`src/lrc_params.svh`:
```
// Register offsets, field positions, reset values for the regulator bank
// Functional notes
// - HW-control opmode 00/10 low power, 01 off, 11 follows ON opmode; reset 10.
// - Output-float bit clear discharges disabled output, set leaves it floating.
// - Low-power class 0 picks 50 mA variant, 1 picks 20 mA variant.
// - Low-power class applies in ON, SLEEP and hardware-control low power.
// - ON slot 000 never enables; 001..101 enable in timeslot 1..5.
// - ON slot 110 follows hardware enable 1, 111 follows hardware enable 2.
// - ON opmode bit: 0 normal, 1 low power while ON; resets 0.
// - ON voltage code, 50 mV steps to 1.60 V then 100 mV steps.
// - SLEEP slot 000/110/111 apply sleep settings in timeslot 5/3/1.
// - SLEEP slot 001..101 disable in timeslot 5..1 on sleep entry.
// - With hardware enable, codes 001..101 pick sleep-entry timeslot instead.
// - SLEEP opmode bit: 0 normal, 1 low power while asleep; resets 1.
// - SLEEP voltage code uses the same mapping as the ON code.
// - Undervoltage action: 00 ignore, 01 regulator off, 10 device reset.
// - Every unmasked undervoltage fault raises an interrupt whatever the action.
// - Second channel HW source: 00 off, 01 input 1, 10 input 2, 11 either.
// - HW-control voltage bit: 0 ON code, 1 SLEEP code.
// - First channel HW source field gates its HW mode and voltage fields.
`ifndef LRC_PARAMS_SVH
`define LRC_PARAMS_SVH

`define LRC_IDX_CTRL_A 16'h406E
`define LRC_IDX_ON_A 16'h406F
`define LRC_IDX_SLP_A 16'h4070
`define LRC_IDX_CTRL_B 16'h4071
`define LRC_IDX_IRQ_STAT 16'h4080
`define LRC_IDX_IRQ_MASK 16'h4081

`define LRC_MASK_CTRL 16'hDFC1
`define LRC_MASK_SLOT 16'hE11F
`define LRC_MASK_IRQ 16'h0003

`define LRC_RST_CTRL 16'h0200
`define LRC_RST_ON 16'h0000
`define LRC_RST_SLP 16'h0100
`define LRC_RST_IRQ 16'h0000

`define LRC_F_ACT 15:14
`define LRC_F_SRC 12:11
`define LRC_F_VPICK 10
`define LRC_F_HWMODE 9:8
`define LRC_F_FLT 7
`define LRC_F_SWI 6
`define LRC_F_LPCLS 0
`define LRC_F_SLOT 15:13
`define LRC_F_MODE 8
`define LRC_F_VSEL 4:0

`define LRC_B_UV_A 0
`define LRC_B_UV_B 1

`endif

```
`src/lrc_pkg.sv`:
```
// Types shared by the regulator control bank
package lrc_pkg;
	typedef logic [4:0] lrc_vcode_t;
	typedef logic [2:0] lrc_slot_t;
	typedef enum logic [1:0] {
		LRC_ACT_IGNORE = 2'b00,
		LRC_ACT_REG_OFF = 2'b01,
		LRC_ACT_SYS_RESET = 2'b10,
		LRC_ACT_RESERVED = 2'b11
	} lrc_uvact_e;
	typedef enum logic [1:0] {
		LRC_HWM_LP0 = 2'b00,
		LRC_HWM_OFF = 2'b01,
		LRC_HWM_LP2 = 2'b10,
		LRC_HWM_FOLLOW = 2'b11
	} lrc_hwmode_e;
	typedef enum logic [1:0] {
		LRC_SRC_NONE = 2'b00,
		LRC_SRC_IN1 = 2'b01,
		LRC_SRC_IN2 = 2'b10,
		LRC_SRC_ANY = 2'b11
	} lrc_src_e;
endpackage

```
`src/lrc_regs.sv`:
```
// APB register bank and channel control for one regulator plus neighbour
`include "lrc_params.svh"

module lrc_regs
	import lrc_pkg::*;
(
	input wire logic pclk, // Register clock
	input wire logic presetn, // Async reset, active low
	input wire logic psel, // APB select
	input wire logic penable, // APB access phase
	input wire logic pwrite, // APB direction
	input wire logic [17:0] paddr, // APB byte address
	input wire logic [31:0] pwdata, // APB write data
	input wire logic [3:0] pstrb, // APB byte lanes
	output logic [31:0] prdata, // APB read data
	output logic pready, // APB ready
	output logic pslverr, // APB error, unmapped address
	input wire logic hwctl_in1, // Hardware control input 1
	input wire logic hwctl_in2, // Hardware control input 2
	input wire logic hw_enable1, // Hardware enable input 1
	input wire logic hw_enable2, // Hardware enable input 2
	input wire logic start_slot_pulse, // Start-up timeslot strobe
	input wire logic sleep_slot_pulse, // Sleep timeslot strobe
	input wire logic [2:0] seq_slot, // Timeslot number, 1..5
	input wire logic wake_pulse, // Leave sleep
	input wire logic uv_fault_a, // Undervoltage, first channel
	input wire logic uv_fault_b, // Undervoltage, second channel
	output logic irq, // Interrupt, level
	output logic reg_a_enable, // First regulator enabled
	output logic reg_a_lowpower, // First regulator in low power
	output logic reg_a_lp_min_iq, // Low power uses 20 mA variant
	output logic reg_a_discharge, // Active output discharge
	output logic reg_a_switch_mode, // Switch mode selected
	output logic [4:0] reg_a_vout_code, // Voltage code in effect
	output logic reg_b_hwctl_active, // Second channel under HW control
	output logic reg_b_hwctl_use_sleep, // Second channel HW uses SLEEP code
	output logic reg_b_shutdown, // Second regulator shut by fault
	output logic sys_reset_req // Device reset request
);

	logic [15:0] ctrl_a_q;
	logic [15:0] on_a_q;
	logic [15:0] slp_a_q;
	logic [15:0] ctrl_b_q;
	logic [1:0] stat_q;
	logic [15:0] mask_q;
	logic on_q;
	logic on_d;
	logic asleep_q;
	logic asleep_d;
	logic uv_off_q;
	logic b_off_q;
	logic sysrst_q;

	// Bus decode
	wire word_ok = paddr[1:0] == 2'b00;
	wire [15:0] idx = paddr[17:2];
	wire hit_ctrl_a = word_ok && idx == `LRC_IDX_CTRL_A;
	wire hit_on_a = word_ok && idx == `LRC_IDX_ON_A;
	wire hit_slp_a = word_ok && idx == `LRC_IDX_SLP_A;
	wire hit_ctrl_b = word_ok && idx == `LRC_IDX_CTRL_B;
	wire hit_stat = word_ok && idx == `LRC_IDX_IRQ_STAT;
	wire hit_mask = word_ok && idx == `LRC_IDX_IRQ_MASK;
	wire mapped = hit_ctrl_a | hit_on_a | hit_slp_a | hit_ctrl_b |
		hit_stat | hit_mask;
	wire setup = psel && !penable && !pready;
	wire commit = psel && penable && pready;
	wire wr = commit && pwrite && !pslverr;
	wire [15:0] lanes = {{8{pstrb[1]}}, {8{pstrb[0]}}};

	function automatic logic [15:0] merge(input logic [15:0] old,
		input logic [15:0] msk);
		merge = ((old & ~lanes) | (pwdata[15:0] & lanes)) & msk;
	endfunction

	wire [15:0] rd_word =
		hit_ctrl_a ? ctrl_a_q :
		hit_on_a ? on_a_q :
		hit_slp_a ? slp_a_q :
		hit_ctrl_b ? ctrl_b_q :
		hit_stat ? {14'h0000, stat_q} :
		hit_mask ? mask_q : 16'h0000;

	// Answer one cycle after setup: zero wait states
	always_ff @(posedge pclk or negedge presetn) begin
		if (!presetn) begin
			pready <= 1'b0;
			pslverr <= 1'b0;
			prdata <= 32'h0000_0000;
		end else begin
			pready <= setup;
			pslverr <= setup && !mapped;
			if (setup && !pwrite)
				prdata <= {16'h0000, rd_word};
		end
	end

	// Register storage; reserved code 11 kept as written
	always_ff @(posedge pclk or negedge presetn) begin
		if (!presetn) begin
			ctrl_a_q <= `LRC_RST_CTRL;
			on_a_q <= `LRC_RST_ON;
			slp_a_q <= `LRC_RST_SLP;
			ctrl_b_q <= `LRC_RST_CTRL;
			mask_q <= `LRC_RST_IRQ;
		end else if (wr) begin
			if (hit_ctrl_a)
				ctrl_a_q <= merge(ctrl_a_q, `LRC_MASK_CTRL);
			if (hit_on_a)
				on_a_q <= merge(on_a_q, `LRC_MASK_SLOT);
			if (hit_slp_a)
				slp_a_q <= merge(slp_a_q, `LRC_MASK_SLOT);
			if (hit_ctrl_b)
				ctrl_b_q <= merge(ctrl_b_q, `LRC_MASK_CTRL);
			if (hit_mask)
				mask_q <= merge(mask_q, `LRC_MASK_IRQ);
		end
	end

	// Sticky fault flags, write one to clear; a new fault wins the clear
	wire [1:0] uv_evt = {uv_fault_b, uv_fault_a};
	wire [1:0] stat_clr = (wr && hit_stat) ?
		(pwdata[1:0] & {2{pstrb[0]}}) : 2'b00;
	genvar gi;
	generate
		for (gi = 0; gi < 2; gi++) begin : g_stat
			always_ff @(posedge pclk or negedge presetn) begin
				if (!presetn)
					stat_q[gi] <= 1'b0;
				else if (uv_evt[gi])
					stat_q[gi] <= 1'b1;
				else if (stat_clr[gi])
					stat_q[gi] <= 1'b0;
			end
		end
	endgenerate

	// Mask bit set suppresses that source
	wire irq_d = |(stat_q[1:0] & ~mask_q[1:0]);

	// First channel fields, plus the second channel's source and action
	wire [2:0] on_slot = on_a_q[`LRC_F_SLOT];
	wire [2:0] slp_slot = slp_a_q[`LRC_F_SLOT];
	wire on_mode = on_a_q[`LRC_F_MODE];
	wire slp_mode = slp_a_q[`LRC_F_MODE];
	wire [4:0] on_v = on_a_q[`LRC_F_VSEL];
	wire [4:0] slp_v = slp_a_q[`LRC_F_VSEL];
	wire [1:0] src_a = ctrl_a_q[`LRC_F_SRC];
	wire [1:0] src_b = ctrl_b_q[`LRC_F_SRC];
	wire [1:0] hwmode_a = ctrl_a_q[`LRC_F_HWMODE];
	wire [1:0] act_a = ctrl_a_q[`LRC_F_ACT];
	wire [1:0] act_b = ctrl_b_q[`LRC_F_ACT];

	function automatic logic hw_source(input logic [1:0] src);
		unique case (lrc_src_e'(src))
			LRC_SRC_NONE: hw_source = 1'b0;
			LRC_SRC_IN1: hw_source = hwctl_in1;
			LRC_SRC_IN2: hw_source = hwctl_in2;
			LRC_SRC_ANY: hw_source = hwctl_in1 | hwctl_in2;
		endcase
	endfunction

	wire hwctl_a = hw_source(src_a);
	wire hwctl_b = hw_source(src_b);

	// Start-up: 110 and 111 hand the enable to a hardware pin
	wire hw_assigned = on_slot[2] & on_slot[1];
	wire hw_en_sel = on_slot[0] ? hw_enable2 : hw_enable1;
	wire sw_slot = on_slot != 3'b000 && !hw_assigned;
	wire start_hit = start_slot_pulse && sw_slot &&
		seq_slot == on_slot;

	// Sleep timeslot; disable codes run in reverse order
	wire slp_disable_code = slp_slot != 3'b000 &&
		!(slp_slot[2] & slp_slot[1]);
	wire [2:0] slp_tslot =
		slp_slot == 3'b000 ? 3'd5 :
		slp_slot == 3'b110 ? 3'd3 :
		slp_slot == 3'b111 ? 3'd1 :
		3'(3'd6 - slp_slot);
	wire sleep_hit = sleep_slot_pulse && seq_slot == slp_tslot;
	// A pin-enabled regulator only enters sleep, never disables here
	wire sleep_off = sleep_hit && slp_disable_code && !hw_assigned;

	// Undervoltage response; reserved and ignore do nothing
	wire uv_shut_a = uv_fault_a &&
		lrc_uvact_e'(act_a) == LRC_ACT_REG_OFF;
	wire uv_shut_b = uv_fault_b &&
		lrc_uvact_e'(act_b) == LRC_ACT_REG_OFF;
	wire uv_sys = (uv_fault_a &&
		lrc_uvact_e'(act_a) == LRC_ACT_SYS_RESET) ||
		(uv_fault_b && lrc_uvact_e'(act_b) == LRC_ACT_SYS_RESET);

	always_comb begin
		on_d = on_q;
		if (start_hit)
			on_d = 1'b1;
		if (sleep_off || uv_shut_a)
			on_d = 1'b0;
		asleep_d = asleep_q;
		if (sleep_hit && !sleep_off)
			asleep_d = 1'b1;
		if (wake_pulse)
			asleep_d = 1'b0;
	end

	// Fault shutdown of a pin-enabled regulator holds until software rewrites the ON register
	wire on_rewrite = wr && hit_on_a;

	always_ff @(posedge pclk or negedge presetn) begin
		if (!presetn) begin
			on_q <= 1'b0;
			asleep_q <= 1'b0;
			uv_off_q <= 1'b0;
		end else begin
			on_q <= on_d;
			asleep_q <= asleep_d;
			if (uv_shut_a)
				uv_off_q <= 1'b1;
			else if (on_rewrite)
				uv_off_q <= 1'b0;
		end
	end

	wire base_en = hw_assigned ? (hw_en_sel && !uv_off_q) : on_q;

	// Hardware control overrides ON and SLEEP settings
	wire hw_off = lrc_hwmode_e'(hwmode_a) == LRC_HWM_OFF;
	wire hw_lp = lrc_hwmode_e'(hwmode_a) == LRC_HWM_FOLLOW ?
		on_mode : 1'b1;
	wire en_eff = base_en && !(hwctl_a && hw_off);
	wire lp_eff = hwctl_a ? hw_lp :
		asleep_q ? slp_mode : on_mode;
	wire [4:0] v_eff = hwctl_a ?
		(ctrl_a_q[`LRC_F_VPICK] ? slp_v : on_v) :
		asleep_q ? slp_v : on_v;

	// Output flops
	always_ff @(posedge pclk or negedge presetn) begin
		if (!presetn) begin
			irq <= 1'b0;
			reg_a_enable <= 1'b0;
			reg_a_lowpower <= 1'b0;
			reg_a_lp_min_iq <= 1'b0;
			reg_a_discharge <= 1'b1;
			reg_a_switch_mode <= 1'b0;
			reg_a_vout_code <= 5'h00;
		end else begin
			irq <= irq_d;
			reg_a_enable <= en_eff;
			reg_a_lowpower <= en_eff && lp_eff;
			reg_a_lp_min_iq <= en_eff && lp_eff &&
				ctrl_a_q[`LRC_F_LPCLS];
			reg_a_discharge <= !en_eff &&
				!ctrl_a_q[`LRC_F_FLT];
			reg_a_switch_mode <= ctrl_a_q[`LRC_F_SWI];
			reg_a_vout_code <= v_eff;
		end
	end

	// Second channel: only its control register lives here
	always_ff @(posedge pclk or negedge presetn) begin
		if (!presetn) begin
			reg_b_hwctl_active <= 1'b0;
			reg_b_hwctl_use_sleep <= 1'b0;
			b_off_q <= 1'b0;
			sysrst_q <= 1'b0;
		end else begin
			reg_b_hwctl_active <= hwctl_b;
			reg_b_hwctl_use_sleep <= hwctl_b &&
				ctrl_b_q[`LRC_F_VPICK];
			if (uv_shut_b)
				b_off_q <= 1'b1;
			else if (wr && hit_ctrl_b)
				b_off_q <= 1'b0;
			sysrst_q <= uv_sys;
		end
	end

	assign reg_b_shutdown = b_off_q;
	assign sys_reset_req = sysrst_q;

endmodule

```
`config.mk`:
```
export PLATFORM = sky130hd
export DESIGN_NAME = lrc_regs
export DESIGN_NICKNAME = d
export VERILOG_FILES = /design/src/lrc_pkg.sv /design/src/lrc_regs.sv
export VERILOG_INCLUDE_DIRS = /design/src /design/src/src
export SDC_FILE = /design/constraint.sdc
export NUM_CORES = 1
export LEC_CHECK = 0
export ABC_CLOCK_PERIOD_IN_PS = 4650
export BUFFER_PORTS_ARGS = -buffer_cell sky130_fd_sc_hd__buf_2
export CAP_MARGIN = 20
export CORE_MARGIN = 3
export CORE_UTILIZATION = 50
export CTS_CLUSTER_SIZE = 14
export DETAILED_ROUTE_END_ITERATION = 7
export HOLD_SLACK_MARGIN = 0.03
export PLACE_DENSITY = 0.88
export SYNTH_ARGS = -nofsm -noshare
export SYNTH_HDL_FRONTEND = slang
export SYNTH_SLANG_ARGS = --single-unit
```
`constraint.sdc`:
```
create_clock -name pclk -period 4.65 [get_ports pclk]
set_clock_uncertainty 0.15 [all_clocks]
set_input_delay 0.465 -clock pclk [delete_from_list [all_inputs] [get_ports pclk]]
set_output_delay 0.465 -clock pclk [all_outputs]
set_load 0.05 [all_outputs]
```
==> out/qor.json <==
{
  "run_status": {"value": "finished clean"},
  "clk_root_buffer_cell": {"value": "sky130_fd_sc_hd__clkbuf_8"},
  "post_cts_buffers": {"value": 0},
  "finalCoreUtilization": {"value": 63.2, "unit": "%"},
  "async_reset_ff_share": {"value": 100, "unit": "%"},
  "hpwlAfterDp": {"value": 6.37, "unit": "mm"},
  "grt_setup_unrepaired": {"value": "no"},
  "finalCriticalPeriod": {"value": 2.33, "unit": "ns"},
  "port-buffer-count": {"value": 83},
  "power.ir.vdd_worst": {"value": 0.228, "unit": "mV"},
  "setup.worst_path.start_class": {"value": "input port"},
  "ys_ff_latch": {"value": 77},
  "synth_top_flop_cell": {"value": "sky130_fd_sc_hd__dfrtp_1"},
  "rd_place_congestion": {"value": 0.838},
  "syn-mean-instance-area": {"value": 11.2, "unit": "sq um"},
  "die_w": {"value": 92.5, "unit": "um"},
  "synth_warnings": {"value": 0},
  "drt_iter0_drcs": {"value": 238},
  "layout_common_cells": {"value": "82 x sky130_fd_sc_hd__buf_2, 73 x sky130_fd_sc_hd__dfrtp_1, 49 x sky130_fd_sc_hd__mux2_2"},
  "worstSkewPairLatency": {"value": 0.36, "unit": "ns"},
  "first_global_vias": {"value": 2875},
  "sequential_cell_area": {"value": 1930, "unit": "sq um"},
  "power_per_cell_area": {"value": 338, "unit": "nW/um^2"},
  "place.detailed.instances": {"value": 506},
  "cts-root-to-sink-buffers": {"value": 2},
  "power.static_leakage": {"value": 2.24, "unit": "nW"},
  "grt_antenna_before_repair": {"value": 0},
  "clk_pin_slew": {"value": 0.08, "unit": "ns"},
  "pre_cts_slack": {"value": 2.04, "unit": "ns"},
  "yosys-top-cells-area": {"value": "sky130_fd_sc_hd__dfrtp_1 49%, sky130_fd_sc_hd__mux2_2 15%, sky130_fd_sc_hd__buf_4 3.4%, sky130_fd_sc_hd__nand2_1 3.2%, sky130_fd_sc_hd__dfstp_2 2.8%"},
  "setup-tns-final": {"value": 0, "unit": "ns"},
  "top_cell_type_by_total_area_after_synthesis": {"value": "sky130_fd_sc_hd__dfrtp_1"},
  "num_antenna_cells": {"value": 0},
  "timing.final.hold_violations": {"value": 0},
  "relSlewSlack": {"value": 25.6, "unit": "%"},
  "seq_area_frac_synth": {"value": 51.7, "unit": "%"},
  "worstPathArrival": {"value": 2.43, "unit": "ns"},
  "globalRouteOverflowTotal": {"value": 0},
  "numCtsBuffers": {"value": 9},
  "min-delay-path-class": {"value": "input port to async pin"},
  "drt-total-wl": {"value": 8.85, "unit": "mm"},
  "min_period_over_period": {"value": 50.1, "unit": "%"},
  "flow.area_growth_from_synthesis": {"value": 18.7, "unit": "%"},
  "drt_pre_antenna_iters": {"value": 5},
  "slew_violations": {"value": 0},
  "tightestPinTransition": {"value": 1.11, "unit": "ns"},
  "initial_core_utilization": {"value": 53.3, "unit": "%"},
  "global_route_wire_length_before_repair": {"value": 14.2, "unit": "mm"},
  "fp-row-count": {"value": 30},
  "chipHeight": {"value": 92.5, "unit": "um"},
  "timing.rr.end": {"value": "reg_a_vout_code[1]"},
  "cts_hold_buf": {"value": 0},
  "synth_top_area_share": {"value": 48.9, "unit": "%"},
  "layoutNonFillerInstCount": {"value": 522},
  "post-route-worst-setup-slack": {"value": 2.32, "unit": "ns"},
  "grt_usage": {"value": 21.6, "unit": "%"},
  "core_area": {"value": 7020, "unit": "sq um"},
  "fillers": {"value": 558},
  "drtAntennaViolNets": {"value": 0},
  "pin_count": {"value": 120},
  "grt_start_max_net_pins": {"value": 78},
  "htree_levels": {"value": 3},
  "tritoncts": {"value": "built"},
  "worstPathMaxFanout": {"value": 7},
  "remaining_drc_errors": {"value": 0},
  "timing.fmax": {"value": 0.430, "unit": "GHz"},
  "design.die.area": {"value": 8550, "unit": "sq um"},
  "reg2reg_slack": {"value": 2.42, "unit": "ns"},
  "reg2reg_depth": {"value": 3},
  "cts_resized": {"value": 0},
  "detail_route.vias_per_cell": {"value": 5.55},
  "layout_commonest_cell": {"value": "sky130_fd_sc_hd__buf_2"},
  "drive_above_1_share": {"value": 38.0, "unit": "%"},
  "number_of_cells_produced_by_synthesis": {"value": 335},
  "cp.required": {"value": 4.75, "unit": "ns"},
  "finish.net_count": {"value": 494},
  "end_kind": {"value": "flop"},
  "wire_per_inst": {"value": 17.0, "unit": "um"},
  "detailroute.via_count": {"value": 2896},
  "start_to_end_type_of_the_worst_setup_path": {"value": "input port to flop"},
  "finalSetupViolCount": {"value": 0},
  "cap_viol_max_count": {"value": 0},
  "multi_input_area": {"value": 1670, "unit": "sq um"},
  "count_of_flip_flops_with_a_built_in_enable_after_synthesis": {"value": 0},
  "synth_cell_types": {"value": 53},
  "syn_area": {"value": 3740, "unit": "sq um"},
  "cts_sinks": {"value": 77}
}
where the power goes:
| group | internal (mW) | switching, mW |
|---|---|---|
| Combinational | 0.0404 | 0.134 |
| Sequential | 0.683 | 0.00744 |
| Clock | 0.376 | 0.259 |
worst max-delay path: stages:
cell,delay (ns)
sky130_fd_sc_hd__buf_2,0.10
sky130_fd_sc_hd__nor4b_2,0.38
sky130_fd_sc_hd__nand2_1,0.24
sky130_fd_sc_hd__nor3_1,0.89
sky130_fd_sc_hd__nand3b_1,0.17
sky130_fd_sc_hd__o2bb2ai_1,0.17
synthesized netlist by cell type, drive strengths merged, types with 4 or more instances:
cell type   n
inv        10
nor3       10
nor2       25
mux2i       4
o21ai       6
nand3      18
a22oi       8
mux2       49
nor4        5
a21oi      15
dfstp       4
clkbuf      5
nand2      33
dfrtp      73
buf        20
xnor2       5
nand3b      6
nand2b      5
worst max-delay path by stage:
| stage | end | cells after the start | slack (ns) | start |
|---|---|---|---|---|
| finish | reg_b_shutdown | 6 | 2.32 | paddr[15] |
| global route | reg_b_shutdown | 6 | 2.13 | paddr[15] |
| CTS | reg_b_shutdown | 6 | 2.37 | paddr[15] |
| detailed placement | reg_b_shutdown | 6 | 2.04 | paddr[15] |
| global placement | reg_b_shutdown | 6 | 2.06 | paddr[15] |
| floorplan | flop | 4 | 2.47 | pready |
logic make-up (layout without fill, tap and decap cells):
| logic type | after synthesis | after routing | synth area share, % |
|---|---|---|---|
| buffers and inverters | 35 | 110 | 5.25 |
| adder cells (fa/ha/maj) | 2 | 2 | 0.669 |
| multiplexers | 53 | 53 | 15.8 |
| AND/OR/NAND/NOR | 117 | 117 | 17.3 |
| other | 1 | 17 | 0.100 |
| AO/OA/AOI/OAI | 45 | 45 | 8.03 |
| XOR/XNOR | 5 | 5 | 1.17 |
| flip-flops | 77 | 77 | 51.7 |
through the flow:
step / power [mW] / instance area (sq um) / hold WS [ns]
2_1_floorplan: 0.824 / 3800 / 0.0194
3_3_place_gp: 0.875 / 4190 / 0.236
3_5_place_dp: 0.878 / 4190 / 0.242
4_1_cts: 1.51 / 4440 / 0.139
5_1_grt: 1.55 / 4440 / 0.181
6_report: 1.50 / 4440 / 0.0923
layer usage:
| metal | wire length [um] | share of wire, % | GRT usage [%] | up-vias |
|---|---|---|---|---|
| met2 | 4350 | 49 | 35.6 | 159 |
| met5 | 0 | 0 | 0 | - |
| met3 | 763 | 8.6 | 3.98 | 14 |
| met1 | 3600 | 41 | 28.2 | 1392 |
| met4 | 138 | 1.6 | 8.79 | 0 |
| li1 | - | - | - | 1331 |
cell type report:
type,instances,area share [%]
well taps,96,2.71
flip-flops and latches,77,43.5
clock inverters,6,2.62
clock buffers,10,3.10
multi-input cells,239,37.6
repair buffers,84,9.58
inverters,10,0.846
Note: power is estimated with default switching activity, not from simulation.
